<file path="config.mk">
export PLATFORM = sky130hd
export DESIGN_NAME = sstr_regs
export DESIGN_NICKNAME = d
export VERILOG_FILES = /design/src/common/sstr_pkg.sv /design/src/logic/sstr_regs.sv /design/src/logic/sstr_cfg_port.sv
export VERILOG_INCLUDE_DIRS = /design/src /design/src/common
export SDC_FILE = /design/constraint.sdc
export NUM_CORES = 1
export LEC_CHECK = 0
export ABC_CLOCK_PERIOD_IN_PS = 12300
export BUFFER_PORTS_ARGS = -buffer_cell sky130_fd_sc_hd__buf_2
export CAP_MARGIN = 25
export CORE_ASPECT_RATIO = 2
export CORE_MARGIN = 2
export CORE_UTILIZATION = 50
export DETAILED_ROUTE_END_ITERATION = 7
export PLACE_DENSITY = 0.67
export SYNTH_ARGS = -nofsm -noshare
export SYNTH_HDL_FRONTEND = slang
export SYNTH_SLANG_ARGS = --single-unit
export TNS_END_PERCENT = 10
</file>
<file path="constraint.sdc">
create_clock -name clk_sys_i -period 12.3 [get_ports clk_sys_i]
set_input_delay 2.46 -clock clk_sys_i [delete_from_list [all_inputs] [get_ports clk_sys_i]]
set_output_delay 2.46 -clock clk_sys_i [all_outputs]
set_load 0.005 [all_outputs]
</file>
<file path="src/common/sstr_defs.svh">
// Register offsets, reset values, field positions and timing counts of the strength/sync/tx register group
`ifndef SSTR_DEFS_SVH
`define SSTR_DEFS_SVH

// Register offsets on the serial configuration port
`define SSTR_ADDR_STRENGTH 6'h13
`define SSTR_ADDR_SYNC 6'h14
`define SSTR_ADDR_TRANSMIT_CONTROL 6'h15
`define SSTR_ADDR_RECEIVE_CONTROL_ZERO 6'h16

// Reset values
`define SSTR_THR_RST 8'hE0
`define SSTR_EST_RST 8'h80
`define SSTR_SYNC_RST 16'hA70F
`define SSTR_TRANSMIT_CONTROL_RST 16'hA0FF
`define SSTR_RECEIVE_CONTROL_ZERO_RST 14'h12E5

// Field positions
`define SSTR_THR_HI 15
`define SSTR_THR_LO 8
`define SSTR_TURN_BIT 13
`define SSTR_TX_RSVD_BIT 5
`define SSTR_RX_USED_HI 13
`define SSTR_RD_FLAG_BIT 6
`define SSTR_ADDR_HI 5

// Serial frame layout: one address byte, then one 16-bit word, MSB first
`define SSTR_CMD_LAST 5'd7
`define SSTR_FIRST_OUT 5'd9
`define SSTR_FRAME_LAST 5'd23

// Nibble values
`define SSTR_NIB_ONES 4'hF
`define SSTR_NIB_ZERO 4'h0
`define SSTR_NIB_COUNT 3'd4
`define SSTR_NIB_LAST 2'd3

// Timing: clock period, symbol period and turnaround times in ns
`define SSTR_CLK_NS 20
`define SSTR_SYM_NS 16000
`define SSTR_TURN_SHORT_NS 128000
`define SSTR_TURN_LONG_NS 192000
`define SSTR_SYM_CYCLES ((`SSTR_SYM_NS + `SSTR_CLK_NS - 1) / `SSTR_CLK_NS)
`define SSTR_TURN_SHORT_CYCLES ((`SSTR_TURN_SHORT_NS + `SSTR_CLK_NS - 1) / `SSTR_CLK_NS)
`define SSTR_TURN_LONG_CYCLES ((`SSTR_TURN_LONG_NS + `SSTR_CLK_NS - 1) / `SSTR_CLK_NS)
`define SSTR_AVG_SYMS 4'd8

// Clear-channel modes
`define SSTR_CCA_THRESH 2'd1
`define SSTR_CCA_NODATA 2'd2
`define SSTR_CCA_BOTH 2'd3

`endif

</file>
<file path="src/common/sstr_pkg.sv">
// Types shared by the strength/sync/tx register group
package sstr_pkg;

    // One register write from the configuration port
    typedef struct packed {
        logic wr;
        logic [5:0] addr;
        logic [15:0] data;
    } sstr_wr_s;

    // Static transmit front-end settings
    typedef struct packed {
        logic [1:0] tx_mixer_buffer_bias;
        logic [1:0] tx_mixer_varactor_select;
        logic [1:0] tx_mixer_bias;
        logic [2:0] amp_bias_adjust;
        logic [4:0] amp_output_level;
    } sstr_tx_analog_s;

    // Static receive front-end settings, in register bit order 13:0
    typedef struct packed {
        logic [1:0] rx_mixer_buffer_bias;
        logic [1:0] high_gain_compensation;
        logic [1:0] medium_gain_compensation;
        logic [1:0] low_gain_compensation;
        logic [1:0] high_gain_amp_bias;
        logic [1:0] medium_gain_amp_bias;
        logic [1:0] low_gain_amp_bias;
    } sstr_rx_analog_s;

    typedef enum logic [1:0] {tx_idle, tx_wait, tx_send} sstr_tx_e;

endpackage

</file>
<file path="src/logic/sstr_regs.sv">
// Signal-strength, clear-channel, frame-sync and transmit-control register group
//
// What this block does
// - The clear-channel threshold is a signed byte in bits 15:8 of the strength register, reset to -32.
// - The threshold uses 1 dB steps on the same scale as the strength estimate and is compared directly.
// - The clear-channel flag follows the threshold compare in modes 1 and 3 and frame activity in modes 2 and 3, is low in mode 0, and drives its own pin.
// - The read-only signed strength estimate in bits 7:0 is the average of the last 8 symbol periods.
// - The strength-valid flag sets only after the receiver has been on for at least 8 symbol periods.
// - The estimate resets to -128, and -128 marks it as invalid.
// - The 16-bit sync pattern resets to 0xA70F and is handled nibble by nibble from the lowest nibble up.
// - Every all-ones sync nibble is transmitted as an all-zero symbol.
// - On reception, all-ones sync nibbles are not matched.
// - On reception, one zero symbol must come right before the first required sync symbol.
// - After the transmit-on strobe, transmission starts after 8 symbols if the delay bit is 0, else 12.
// - The amplifier level resets to 31 and the amplifier current code to 3.
// - In mode 1 the flag sets below threshold minus hysteresis and clears at or above threshold.
`include "sstr_defs.svh"
module sstr_regs #(
    parameter int unsigned TURN_SHORT_CYCLES = `SSTR_TURN_SHORT_CYCLES,
    parameter int unsigned TURN_LONG_CYCLES = `SSTR_TURN_LONG_CYCLES
) (
    // Clock and reset
    input wire logic clk_sys_i,
    input wire logic reset_n_i,
    // Serial configuration pins
    input wire logic spi_cs_n_i,
    input wire logic spi_sclk_i,
    input wire logic spi_mosi_i,
    output logic spi_miso_o,
    output logic spi_miso_oe_o,
    // Receiver datapath
    input wire logic rx_enable_i,
    input wire logic [7:0] signal_strength_and_threshold_sample_i,
    input wire logic rx_sym_valid_i,
    input wire logic [3:0] rx_sym_i,
    input wire logic rx_frame_active_i,
    // Clear-channel settings
    input wire logic [1:0] clear_channel_mode_select_i,
    input wire logic [2:0] clear_channel_hysteresis_i,
    // Status outputs
    output logic clear_channel_flag_o,
    output logic strength_valid_flag_o,
    output logic sync_found_o,
    // Transmit
    input wire logic transmit_on_strobe_i,
    output logic tx_busy_o,
    output logic tx_sym_valid_o,
    output logic [3:0] tx_sym_o,
    // Static front-end settings
    output sstr_pkg::sstr_tx_analog_s tx_analog_o,
    output sstr_pkg::sstr_rx_analog_s rx_analog_o
);
    import sstr_pkg::*;

    localparam logic [13:0] TURN_SHORT = 14'(TURN_SHORT_CYCLES - 1);
    localparam logic [13:0] TURN_LONG = 14'(TURN_LONG_CYCLES - 1);
    localparam logic [13:0] SYM_LAST = 14'(`SSTR_SYM_CYCLES - 1);

    sstr_wr_s wr;
    logic [5:0] rd_addr;
    logic [15:0] rd_data;
    logic signed [7:0] thr, est;
    logic [15:0] frame_sync_pattern;
    logic tx_start_delay_select, tx_rsvd;
    logic [7:0] samples [0:7];
    logic signed [10:0] sum, next_sum;
    logic [13:0] sym_cnt, tx_cnt;
    logic [3:0] rx_syms;
    logic sym_tick;
    logic signed [8:0] thr_low, est_ext, thr_ext;
    sstr_tx_e tx_state;
    logic [1:0] tx_idx;
    logic [2:0] need;
    logic armed;

    // Nibble n of a pattern
    function automatic logic [3:0] nibble(input logic [15:0] pat, input logic [1:0] n);
        return pat[{n, 2'b00} +: 4];
    endfunction

    // Transmitted form of a nibble: all ones goes out as zero
    function automatic logic [3:0] tx_form(input logic [3:0] nib);
        return (nib == `SSTR_NIB_ONES) ? `SSTR_NIB_ZERO : nib;
    endfunction

    // First nibble at or above position p that must be matched; 4 when none is left
    function automatic logic [2:0] next_req(input logic [15:0] pat, input logic [2:0] p);
        logic [2:0] r;
        r = `SSTR_NIB_COUNT;
        for (int i = 3; i >= 0; i--) begin
            if (3'(i) >= p && nibble(pat, 2'(i)) != `SSTR_NIB_ONES) begin
                r = 3'(i);
            end
        end
        return r;
    endfunction

    // Transmit-control word split into its front-end fields
    function automatic sstr_tx_analog_s tx_unpack(input logic [15:0] w);
        sstr_tx_analog_s s;
        s.tx_mixer_buffer_bias = w[15:14];
        s.tx_mixer_varactor_select = w[12:11];
        s.tx_mixer_bias = w[10:9];
        s.amp_bias_adjust = w[8:6];
        s.amp_output_level = w[4:0];
        return s;
    endfunction

    sstr_cfg_port u_cfg_port (
        .clk_sys_i(clk_sys_i),
        .reset_n_i(reset_n_i),
        .spi_cs_n_i(spi_cs_n_i),
        .spi_sclk_i(spi_sclk_i),
        .spi_mosi_i(spi_mosi_i),
        .spi_miso_o(spi_miso_o),
        .spi_miso_oe_o(spi_miso_oe_o),
        .rd_data_i(rd_data),
        .rd_addr_o(rd_addr),
        .wr_o(wr)
    );

    // Register writes; the estimate byte of the strength register takes no written data
    always_ff @(posedge clk_sys_i) begin
        if (!reset_n_i) begin
            thr <= `SSTR_THR_RST;
            frame_sync_pattern <= `SSTR_SYNC_RST;
            tx_analog_o <= tx_unpack(`SSTR_TRANSMIT_CONTROL_RST);
            tx_start_delay_select <= 1'(`SSTR_TRANSMIT_CONTROL_RST >> `SSTR_TURN_BIT);
            tx_rsvd <= 1'(`SSTR_TRANSMIT_CONTROL_RST >> `SSTR_TX_RSVD_BIT);
            rx_analog_o <= sstr_rx_analog_s'(`SSTR_RECEIVE_CONTROL_ZERO_RST);
        end else if (wr.wr) begin
            unique case (wr.addr)
                `SSTR_ADDR_STRENGTH: thr <= wr.data[`SSTR_THR_HI:`SSTR_THR_LO];
                `SSTR_ADDR_SYNC: frame_sync_pattern <= wr.data;
                `SSTR_ADDR_TRANSMIT_CONTROL: begin
                    tx_analog_o <= tx_unpack(wr.data);
                    tx_start_delay_select <= wr.data[`SSTR_TURN_BIT];
                    tx_rsvd <= wr.data[`SSTR_TX_RSVD_BIT];
                end
                `SSTR_ADDR_RECEIVE_CONTROL_ZERO: rx_analog_o <= sstr_rx_analog_s'(wr.data[`SSTR_RX_USED_HI:0]);
                default: ;
            endcase
        end
    end

    // Read-back mux; reserved top bits of receive control zero read as zero
    always_comb begin
        rd_data = 16'h0000;
        unique case (rd_addr)
            `SSTR_ADDR_STRENGTH: rd_data = {thr, est};
            `SSTR_ADDR_SYNC: rd_data = frame_sync_pattern;
            `SSTR_ADDR_TRANSMIT_CONTROL: rd_data = {tx_analog_o.tx_mixer_buffer_bias, tx_start_delay_select,
                tx_analog_o.tx_mixer_varactor_select, tx_analog_o.tx_mixer_bias,
                tx_analog_o.amp_bias_adjust, tx_rsvd, tx_analog_o.amp_output_level};
            `SSTR_ADDR_RECEIVE_CONTROL_ZERO: rd_data = {2'b00, rx_analog_o};
            default: rd_data = 16'h0000;
        endcase
    end

    // Symbol timer, running only while the receiver is on
    always_ff @(posedge clk_sys_i) begin
        if (!reset_n_i || !rx_enable_i) begin
            sym_cnt <= 14'h0000;
        end else begin
            sym_cnt <= sym_tick ? 14'h0000 : sym_cnt + 14'h0001;
        end
    end
    assign sym_tick = rx_enable_i && sym_cnt == SYM_LAST;

    // Running sum of the last 8 per-symbol samples
    assign next_sum = sum + 11'($signed(signal_strength_and_threshold_sample_i)) - 11'($signed(samples[7]));

    always_ff @(posedge clk_sys_i) begin
        if (!reset_n_i || !rx_enable_i) begin
            for (int i = 0; i < 8; i++) begin
                samples[i] <= 8'h00;
            end
            sum <= 11'h000;
            rx_syms <= 4'h0;
            est <= `SSTR_EST_RST;
            strength_valid_flag_o <= 1'b0;
        end else if (sym_tick) begin
            samples[0] <= signal_strength_and_threshold_sample_i;
            for (int i = 1; i < 8; i++) begin
                samples[i] <= samples[i-1];
            end
            sum <= next_sum;
            if (rx_syms != `SSTR_AVG_SYMS) begin
                rx_syms <= rx_syms + 4'h1;
            end
            if (rx_syms + 4'h1 >= `SSTR_AVG_SYMS) begin
                est <= next_sum[10:3];
                strength_valid_flag_o <= 1'b1;
            end
        end
    end

    // Threshold compare on one dB scale, with hysteresis on the setting side
    assign est_ext = 9'({est[7], est});
    assign thr_ext = 9'({thr[7], thr});
    assign thr_low = thr_ext - 9'({6'h00, clear_channel_hysteresis_i});

    always_ff @(posedge clk_sys_i) begin
        if (!reset_n_i) begin
            clear_channel_flag_o <= 1'b0;
        end else begin
            unique case (clear_channel_mode_select_i)
                `SSTR_CCA_THRESH: begin
                    if (est_ext < thr_low) begin
                        clear_channel_flag_o <= 1'b1;
                    end else if (est_ext >= thr_ext) begin
                        clear_channel_flag_o <= 1'b0;
                    end
                end
                `SSTR_CCA_NODATA: clear_channel_flag_o <= !rx_frame_active_i;
                `SSTR_CCA_BOTH: begin
                    if (est_ext >= thr_ext || rx_frame_active_i) begin
                        clear_channel_flag_o <= 1'b0;
                    end else if (est_ext < thr_low) begin
                        clear_channel_flag_o <= 1'b1;
                    end
                end
                default: clear_channel_flag_o <= 1'b0;
            endcase
        end
    end

    // Receive sync search: a zero arms it, then the required nibbles in order
    always_ff @(posedge clk_sys_i) begin
        if (!reset_n_i) begin
            armed <= 1'b0;
            need <= 3'h0;
            sync_found_o <= 1'b0;
        end else begin
            sync_found_o <= 1'b0;
            if (rx_sym_valid_i) begin
                if (!armed) begin
                    if (rx_sym_i == `SSTR_NIB_ZERO) begin
                        armed <= next_req(frame_sync_pattern, 3'h0) != `SSTR_NIB_COUNT;
                        sync_found_o <= next_req(frame_sync_pattern, 3'h0) == `SSTR_NIB_COUNT;
                        need <= next_req(frame_sync_pattern, 3'h0);
                    end
                end else if (rx_sym_i == nibble(frame_sync_pattern, need[1:0])) begin
                    need <= next_req(frame_sync_pattern, need + 3'h1);
                    armed <= next_req(frame_sync_pattern, need + 3'h1) != `SSTR_NIB_COUNT;
                    sync_found_o <= next_req(frame_sync_pattern, need + 3'h1) == `SSTR_NIB_COUNT;
                end else if (rx_sym_i == `SSTR_NIB_ZERO) begin
                    need <= next_req(frame_sync_pattern, 3'h0);
                end else begin
                    armed <= 1'b0;
                end
            end
        end
    end

    // Transmit turnaround, then the sync nibbles lowest first at one per symbol
    always_ff @(posedge clk_sys_i) begin
        if (!reset_n_i) begin
            tx_state <= tx_idle;
            tx_cnt <= 14'h0000;
            tx_idx <= 2'h0;
            tx_busy_o <= 1'b0;
            tx_sym_valid_o <= 1'b0;
            tx_sym_o <= 4'h0;
        end else begin
            tx_sym_valid_o <= 1'b0;
            unique case (tx_state)
                tx_idle: begin
                    if (transmit_on_strobe_i) begin
                        tx_state <= tx_wait;
                        tx_busy_o <= 1'b1;
                        tx_cnt <= tx_start_delay_select ? TURN_LONG : TURN_SHORT;
                    end
                end
                tx_wait, tx_send: begin
                    if (tx_cnt != 14'h0000) begin
                        tx_cnt <= tx_cnt - 14'h0001;
                    end else begin
                        tx_sym_valid_o <= 1'b1;
                        tx_sym_o <= tx_form(nibble(frame_sync_pattern, tx_idx));
                        tx_idx <= tx_idx + 2'h1;
                        tx_cnt <= SYM_LAST;
                        tx_state <= tx_send;
                        if (tx_idx == `SSTR_NIB_LAST) begin
                            tx_state <= tx_idle;
                            tx_busy_o <= 1'b0;
                        end
                    end
                end
            endcase
        end
    end

    a_thr_reset_value: assert property (@(posedge clk_sys_i) !reset_n_i |=>
        thr == -8'sd32 && est == -8'sd128 && !strength_valid_flag_o)
        else $error("threshold or estimate has wrong reset value");

    a_sync_tx_reset: assert property (@(posedge clk_sys_i) !reset_n_i |=>
        frame_sync_pattern == 16'hA70F && tx_analog_o.amp_output_level == 5'h1F
        && tx_analog_o.amp_bias_adjust == 3'h3 && tx_start_delay_select && tx_rsvd)
        else $error("sync pattern or transmit control has wrong reset value");

    a_cca_set_below: assert property (@(posedge clk_sys_i) disable iff (!reset_n_i)
        clear_channel_mode_select_i == `SSTR_CCA_THRESH && est_ext < thr_low |=> clear_channel_flag_o)
        else $error("clear-channel flag not set below threshold minus hysteresis");

    a_cca_clear_at: assert property (@(posedge clk_sys_i) disable iff (!reset_n_i)
        clear_channel_mode_select_i == `SSTR_CCA_THRESH && est_ext >= thr_ext |=> !clear_channel_flag_o)
        else $error("clear-channel flag high at or above threshold");

    a_wr_thr_only: assert property (@(posedge clk_sys_i) disable iff (!reset_n_i)
        wr.wr && wr.addr == `SSTR_ADDR_STRENGTH && !sym_tick
        |=> thr == $past(wr.data[`SSTR_THR_HI:`SSTR_THR_LO]) && $stable(est))
        else $error("strength register write did not act on threshold only");

    a_rx_off_invalid: assert property (@(posedge clk_sys_i) disable iff (!reset_n_i)
        !rx_enable_i |=> !strength_valid_flag_o && est == -8'sd128 ##1 !strength_valid_flag_o)
        else $error("strength valid or estimate wrong after receiver off");

    a_valid_after_8: assert property (@(posedge clk_sys_i) disable iff (!reset_n_i)
        $rose(strength_valid_flag_o) |-> rx_syms == 4'd8 && $past(rx_enable_i))
        else $error("strength valid set before eight symbols");

    a_tx_no_ones: assert property (@(posedge clk_sys_i) disable iff (!reset_n_i)
        tx_sym_valid_o |-> tx_sym_o != `SSTR_NIB_ONES
        && (tx_sym_o == nibble(frame_sync_pattern, tx_idx - 2'h1)
        || nibble(frame_sync_pattern, tx_idx - 2'h1) == `SSTR_NIB_ONES && tx_sym_o == `SSTR_NIB_ZERO))
        else $error("transmitted sync symbol wrong or all ones");

    a_turn_quiet: assert property (@(posedge clk_sys_i) disable iff (!reset_n_i)
        tx_state == tx_idle && transmit_on_strobe_i |=> tx_state == tx_wait
        && tx_cnt == (tx_start_delay_select ? TURN_LONG : TURN_SHORT) && !tx_sym_valid_o)
        else $error("turnaround delay not loaded from the delay select");

endmodule // sstr_regs

</file>
<file path="src/logic/sstr_cfg_port.sv">
// Serial configuration port: pin synchronisers, address/data shifter, read-back driver
`include "sstr_defs.svh"
module sstr_cfg_port (
    // Clock and reset
    input wire logic clk_sys_i,
    input wire logic reset_n_i,
    // Serial pins
    input wire logic spi_cs_n_i,
    input wire logic spi_sclk_i,
    input wire logic spi_mosi_i,
    output logic spi_miso_o,
    output logic spi_miso_oe_o,
    // Register side
    input wire logic [15:0] rd_data_i,
    output logic [5:0] rd_addr_o,
    output sstr_pkg::sstr_wr_s wr_o
);
    import sstr_pkg::*;

    logic [2:0] sync1, sync2, sync3, filt, filt_d;
    logic [22:0] shift_in;
    logic [15:0] shift_out;
    logic [4:0] bit_cnt;
    logic load_pend;
    logic rise, fall, cs_idle, mosi;

    // Three-stage pin synchronisers; a level is accepted once stages two and three agree
    always_ff @(posedge clk_sys_i) begin
        if (!reset_n_i) begin
            sync1 <= 3'h1;
            sync2 <= 3'h1;
            sync3 <= 3'h1;
            filt <= 3'h1;
            filt_d <= 3'h1;
        end else begin
            sync1 <= {spi_mosi_i, spi_sclk_i, spi_cs_n_i};
            sync2 <= sync1;
            sync3 <= sync2;
            filt <= (sync2 & ~(sync2 ^ sync3)) | (filt & (sync2 ^ sync3));
            filt_d <= filt;
        end
    end

    assign cs_idle = filt[0];
    assign mosi = filt[2];
    assign rise = filt[1] & ~filt_d[1];
    assign fall = ~filt[1] & filt_d[1];
    assign rd_addr_o = shift_in[`SSTR_ADDR_HI:0];

    // Input shifter and bit counter, restarted whenever chip select is high
    always_ff @(posedge clk_sys_i) begin
        if (!reset_n_i) begin
            shift_in <= 23'h000000;
            bit_cnt <= 5'h00;
            load_pend <= 1'b0;
        end else begin
            load_pend <= !cs_idle && rise && bit_cnt == `SSTR_CMD_LAST;
            if (cs_idle) begin
                bit_cnt <= 5'h00;
            end else if (rise) begin
                shift_in <= {shift_in[21:0], mosi};
                // Count one past the last bit so that extra clocks cannot repeat the write
                if (bit_cnt <= `SSTR_FRAME_LAST) begin
                    bit_cnt <= bit_cnt + 5'h01;
                end
            end
        end
    end

    // Write strobe after the 24th bit of a write frame
    always_ff @(posedge clk_sys_i) begin
        if (!reset_n_i) begin
            wr_o <= '0;
        end else begin
            wr_o.wr <= !cs_idle && rise && bit_cnt == `SSTR_FRAME_LAST && !shift_in[21];
            wr_o.addr <= shift_in[20:15];
            wr_o.data <= {shift_in[14:0], mosi};
        end
    end

    // Read-back shifter, loaded after the address byte and shifted on falling edges
    always_ff @(posedge clk_sys_i) begin
        if (!reset_n_i) begin
            shift_out <= 16'h0000;
            spi_miso_o <= 1'b0;
            spi_miso_oe_o <= 1'b0;
        end else begin
            if (load_pend) begin
                shift_out <= shift_in[`SSTR_RD_FLAG_BIT] ? rd_data_i : 16'h0000;
            end else if (fall && bit_cnt >= `SSTR_FIRST_OUT) begin
                shift_out <= {shift_out[14:0], 1'b0};
            end
            spi_miso_o <= shift_out[15];
            spi_miso_oe_o <= !cs_idle;
        end
    end

endmodule // sstr_cfg_port

</file>
# ---- Yosys cells after proc, flatten, opt, wreduce, memory -nomap -nowiden
# Memory sizes are Yosys's and may differ from the RTL's.
# Cells that the tools add are included.
dict set report op_classes {
  add_sub_neg 9
  magnitude_cmp 9
  eq_ne 33
  n_shift 2
  muxes 62
  n_bitwise 20
  n_reduce_logical 38
}
# cell count
set op_table {}
lappend op_table {{8-bit two-way mux} 8}
lappend op_table {{16-bit one-hot mux with 4 select lines} 1}
lappend op_table {{3-bit two-way mux} 19}
lappend op_table {{6-bit by 5-bit == test with 1-bit output (second input constant)} 8}
lappend op_table {{16-bit two-way mux} 3}
lappend op_table {{14-bit two-way mux} 3}
lappend op_table {{16-bit by 5-bit variable part select with 4-bit output} 2}
lappend op_table {{14-bit one-hot mux with 2 select lines} 1}
lappend op_table {{2-bit AND reduction} 13}
lappend op_table {{1-bit two-way mux} 20}
lappend op_table {{4-bit != test (second input constant)} 5}
lappend op_table {{14-bit by 1-bit adder with 14-bit output (second input constant)} 1}
lappend op_table {{14-bit by 10-bit == test with 1-bit output (second input constant)} 1}
lappend op_table {{14-bit nonzero test} 1}
lappend op_table {{14-bit by 1-bit subtractor with 14-bit output (second input constant)} 1}
lappend op_table {{3-bit != test (second input constant)} 4}
lappend op_table {{11-bit by 8-bit adder with 11-bit output} 1}
lappend op_table {{11-bit by 8-bit subtractor with 11-bit output} 1}
lappend op_table {{1-bit logical AND} 10}
lappend op_table {{8-bit by 9-bit < comparator with 1-bit output} 1}
lappend op_table {{8-bit by 4-bit subtractor with 9-bit output} 1}
lappend op_table {{2-bit == test (second input constant)} 4}
lappend op_table {{8-bit >= comparator} 1}
lappend op_table {{1-bit bitwise OR} 8}
lappend op_table {{other kinds (34)} 55}
dict set report word_totals {
  regBits 205
  ram_bits 64
  input_bits 26
  output_inout_bits 39
  elab_cells 219
  memories 1
}
# memory words word_bits read_ports rd_ports_with_merged_regs write_ports line_no
set mem_list {}
lappend mem_list {samples 8 8 8 0 8 sstr_regs.sv:65} ;# logic [7:0] samples [0:7];

# ---- Longest topological paths before layout
dict set report logic_depth {
  word_depth 14
  mapped_depth 13
}

# ---- By module
# A second synthesis with hierarchy kept.
dict set report hier_totals {
  cells_unflattened 1331
  hier_area_um2 12426.9
}
# module instances cells_each area_per_inst_um2
set by_module_without_submodules {}
lappend by_module_without_submodules {sstr_regs 1 1005 9439.1}
lappend by_module_without_submodules {sstr_cfg_port 1 326 2987.9}

# ---- Least setup slack after synthesis
# OpenSTA, ideal clock, no wires.
dict set report synth_timing {
  kind {input to register}
  start {input port rx_enable_i}
  end {memory samples[0][0], enable pin}
  setup_ns 0.453
  arrival_time_ns 5.181
  t_required_ns 11.847
  path_slack_ns 6.665
  path_stages 6
  n_path_buf 1
  path_cell_list {nor4b_1 nand3_1 nor3_1 nor2_1 inv_1 clkbuf_1}
}
# item line_no
set synth_rtl {}
lappend synth_rtl {{from (decl)} sstr_regs.sv:32} ;# input wire logic rx_enable_i,
lappend synth_rtl {{to (decl)} sstr_regs.sv:65}

# ---- Worst setup path in the final report
dict set report layout_timing {
  start {input port signal_strength_and_threshold_sample_i[2]}
  end {register est[7]}
}
dict set report layout_via {
  elab_chain_len 2
}
# item line_no
set layout_rtl {}
lappend layout_rtl {{from (decl)} sstr_regs.sv:33} ;# input wire logic [7:0] signal_strength_and_threshold_sample_i,
lappend layout_rtl {{11-bit by 8-bit adder with 11-bit output} sstr_regs.sv:171} ;# assign next_sum = sum + 11'($signed(signal_strength_and_threshold_sample_i)) - 11'($signed(samples[7]));
lappend layout_rtl {{11-bit by 8-bit subtractor with 11-bit output} sstr_regs.sv:171}
lappend layout_rtl {{to (signal assigned)} sstr_regs.sv:180} ;# est <= `SSTR_EST_RST;
lappend layout_rtl {{to (signal assigned)} sstr_regs.sv:192} ;# est <= next_sum[10:3];
lappend layout_rtl {{to (decl)} sstr_regs.sv:62} ;# logic signed [7:0] thr, est;
# Every way passes these cells.
# A chain may end at the register's enable or synchronous reset.

==> flow_summary.ini <==
[timing]
tightest_slew_ps = 1020
grt_setup_unrepaired = no
setup_viol = 0
slew_viol_final = 0
min_period_over_period = 0.376
fin_tns_setup_ps = 0
hold_viol = 0
relSlewSlack = 0.320
max_freq_mhz = 216
min_period_ps = 4620
fin_skew_ps = 14.9

[setup_path]
slowest_stage = fa_1
worst-r2r-cell-count = 9
r2r-start = samples[1][26]$_SDFFCE_PP0P_
path_cells = buf_2 -> inv_1 -> fa_1 -> inv_1 -> ha_1 -> nor2b_1 -> o31a_1 -> o21ai_0 -> o21ai_0 -> or4_1 -> o311a_1
critPathBufInv = 3
critPathTopFamily = adder cells
worstPathRequired_ps = 12720
critPathKind = in2reg
cp.arrival_ps = 5040
r2r-end = est[7]$_SDFFE_PP1P_
end_kind = register
cp_max_fo = 4
start_kind = primary input
slowest_delay_ps = 540
rrSetupSlack_ps = 9380

[pwr]
power.switching_uw = 536
p_clk_frac = 0.392
ir_drop_mv = 0.130
p_int_mw = 1.48
powerDensity_nw_per_um2 = 148
p_seq_frac = 0.480
swShare = 0.267
combPwrFrac = 0.128
p_leak_nw = 5.55

[logic_synthesis]
synth_cells = 1256
synth_cell_types = 74
ys_async_sr_fraction = 0
yosys_warnings = 0
synth_nets = 1335
ys_seq_elements = 268
synth_edf_count = 64
synth_top_flop_cell = dfxtp_1
syn_area_per_cell_um2 = 9.76
syn_area_um2 = 12300
synth-seq-area-share = 0.490

[clocking]
clk_latency_ps = 540
cts_tree = done
ctsResizeCount = 0
cts_max_path_buffers = 3
cts_hold_buffers = 0
clock-root-buffer = clkbuf_16
cts_setup_buffers = 0
clk_pin_slew_worst_paths_ps = 70
cts.htree.levels = 1
cts_num_sinks = 268
numCtsBuffers = 25

[grt]
antenna_found_initial = 0
grt_overflow_total = 0
grt_pass1_vias = 9121
grt_use_total = 0.227
grt_max_degree = 82
grt_first_pass_wirelength_um = 46500

[floorplanning]
die_area_um2 = 25900
die_x_um = 115
pin_count = 65
start_util = 0.504
num_rows = 81
core_um2 = 24300
die-height_um = 225

[place]
dpl_cell_area_um2 = 12800
numPortBuffers = 64
hpwl_um = 20800
place.gp.congestion = 0.872

[drt]
wire_per_inst_um = 17.9
drc = 0
drtIter0Drc = 574
wirelength_um = 28700
antenna_left = 0
num_vias = 9103
via_per_inst = 5.68
firstDrtPassIters = 7

[layout]
nets = 1373
final_cell_mix = dfxtp_1 (204), nor2_1 (130), nand2_1 (105)
diodes = 0
fill_cells = 2158
layout_commonest_cell = dfxtp_1
area_growth_pct = 10.9
fin_area_um2 = 13600
drive_gt1_frac = 0.117

[hold_path]
min-delay-start = u_cfg_port.sync1[0]$_SDFF_PN1_
min_to = u_cfg_port.sync2[0]$_SDFF_PN1_
min_path_type = reg2reg
min_path_cells = 1

[flow_run]
cap_violations = 0

[status]
outcome = completed
## Yosys cell counts, drive strengths merged (4+ instances only)
master	number	area, um^2
a32o	4	40.0
xor2	15	131
o21a	4	30.0
mux2i	52	521
nand2	105	394
inv	76	285
nor3	10	55.1
dfxtp	204	4080
nor2b	27	169
nand3	25	125
nand4	13	87.6
nand2b	8	50.1
o211ai	7	52.6
and2	78	488
mux4	8	188
a211oi	4	30.0
ha	42	526
a21boi	13	97.6
and3	19	119
nor2	130	488
o21ai	59	299
a31oi	4	25.0
xnor2	23	209
a222oi	14	140
mux2	16	180
a41oi	5	43.8
clkbuf	51	191
o22ai	4	25.0
a21o	4	30.0
nor4	6	43.8
or3	6	37.5
edfxtp	64	1920
buf	12	85.1
nand4b	4	35.0
a21oi	88	440
fa	11	220
## logic make-up (layout without fill, tap and decap cells)
group | after synthesis | count (layout) | share of synthesized area
AOI/OAI and AO/OA | 232 | 232 | 0.119
muxes | 76 | 76 | 0.0725
and+or+nand+nor | 450 | 450 | 0.184
adders and majority gates | 53 | 53 | 0.0608
buffers and inverters | 139 | 195 | 0.0458
DFF | 268 | 268 | 0.490
xor gates and xnor gates | 38 | 38 | 0.0278
## area by class of cell
cell class	instances	area, um^2	share of cell area
timing repair buffer	74	405	0.0298
clock inverter	19	194	0.0143
sequential	268	6010	0.442
clock buffer	26	629	0.0463
multi-input combinational	849	5710	0.420
inverter	76	285	0.0210
tap	290	363	0.0267
## power groups by stage
stage               Sequential [mW]  Clock [mW]  Combinational (mW)
floorplan                     0.977           0               0.202
global placement              0.984           0               0.250
detailed placement            0.985           0               0.257
CTS                           0.966       0.811               0.258
global route                  0.971       0.840               0.292
finish                        0.966       0.789               0.257
## stage by stage
stage	instances	worst slack, ps	power, mW	utilization	hold slack (ps)
2_1_floorplan	1256	6670	1.18	-	386
3_3_place_gp	1556	7210	1.23	0.524	399
3_5_place_dp	1557	7130	1.24	0.525	398
4_1_cts	1602	7700	2.03	0.559	421
5_1_grt	1602	7550	2.10	0.559	436
6_report	1602	7680	2.01	0.559	419
## how the worst max path moves through the flow
stage / from / endpoint / slack [ps] / cells past startpoint
floorplan: rx_enable_i / samples[0][0]$_SDFFCE_PN0P_ / 6670 / 6
global placement: signal_strength_and_threshold_sample_i[2] / est[7]$_SDFFE_PP1P_ / 7210 / 11
detailed placement: signal_strength_and_threshold_sample_i[2] / est[7]$_SDFFE_PP1P_ / 7130 / 11
CTS: signal_strength_and_threshold_sample_i[2] / est[7]$_SDFFE_PP1P_ / 7700 / 11
global route: signal_strength_and_threshold_sample_i[2] / est[7]$_SDFFE_PP1P_ / 7550 / 11
finish: signal_strength_and_threshold_sample_i[2] / est[7]$_SDFFE_PP1P_ / 7680 / 11
## state kept, by name (all words and copies together) (netlist names), 2 cells and up, named ones only
| name | flops |
|---|---|
| frame_sync_pattern | 16 |
| tx_idx | 2 |
| thr | 8 |
| u_cfg_port.sync3 | 3 |
| tx_sym_o | 4 |
| samples | 64 |
| u_cfg_port.sync1 | 3 |
| u_cfg_port.shift_in | 22 |
| u_cfg_port.bit_cnt | 5 |
| need | 3 |
| u_cfg_port.sync2 | 3 |
| rx_syms | 4 |
| rx_analog_o | 14 |
| u_cfg_port.wr_o | 23 |
| sym_cnt | 14 |
| tx_state | 2 |
| u_cfg_port.shift_out | 16 |
| est | 8 |
| sum | 11 |
| tx_analog_o | 14 |
| tx_cnt | 14 |
## per-layer routing
| metal | up-vias | global-route usage | part of all wire |
|---|---|---|---|
| met1 | 4384 | 0.241 | 0.36 |
| li1 | 4450 | - | - |
| met3 | 68 | 0.0226 | 0.039 |
| met5 | - | 0 | 0 |
| met4 | 0 | 0.0999 | 0.038 |
| met2 | 201 | 0.441 | 0.56 |
Note: power is estimated with default switching activity, not from simulation.
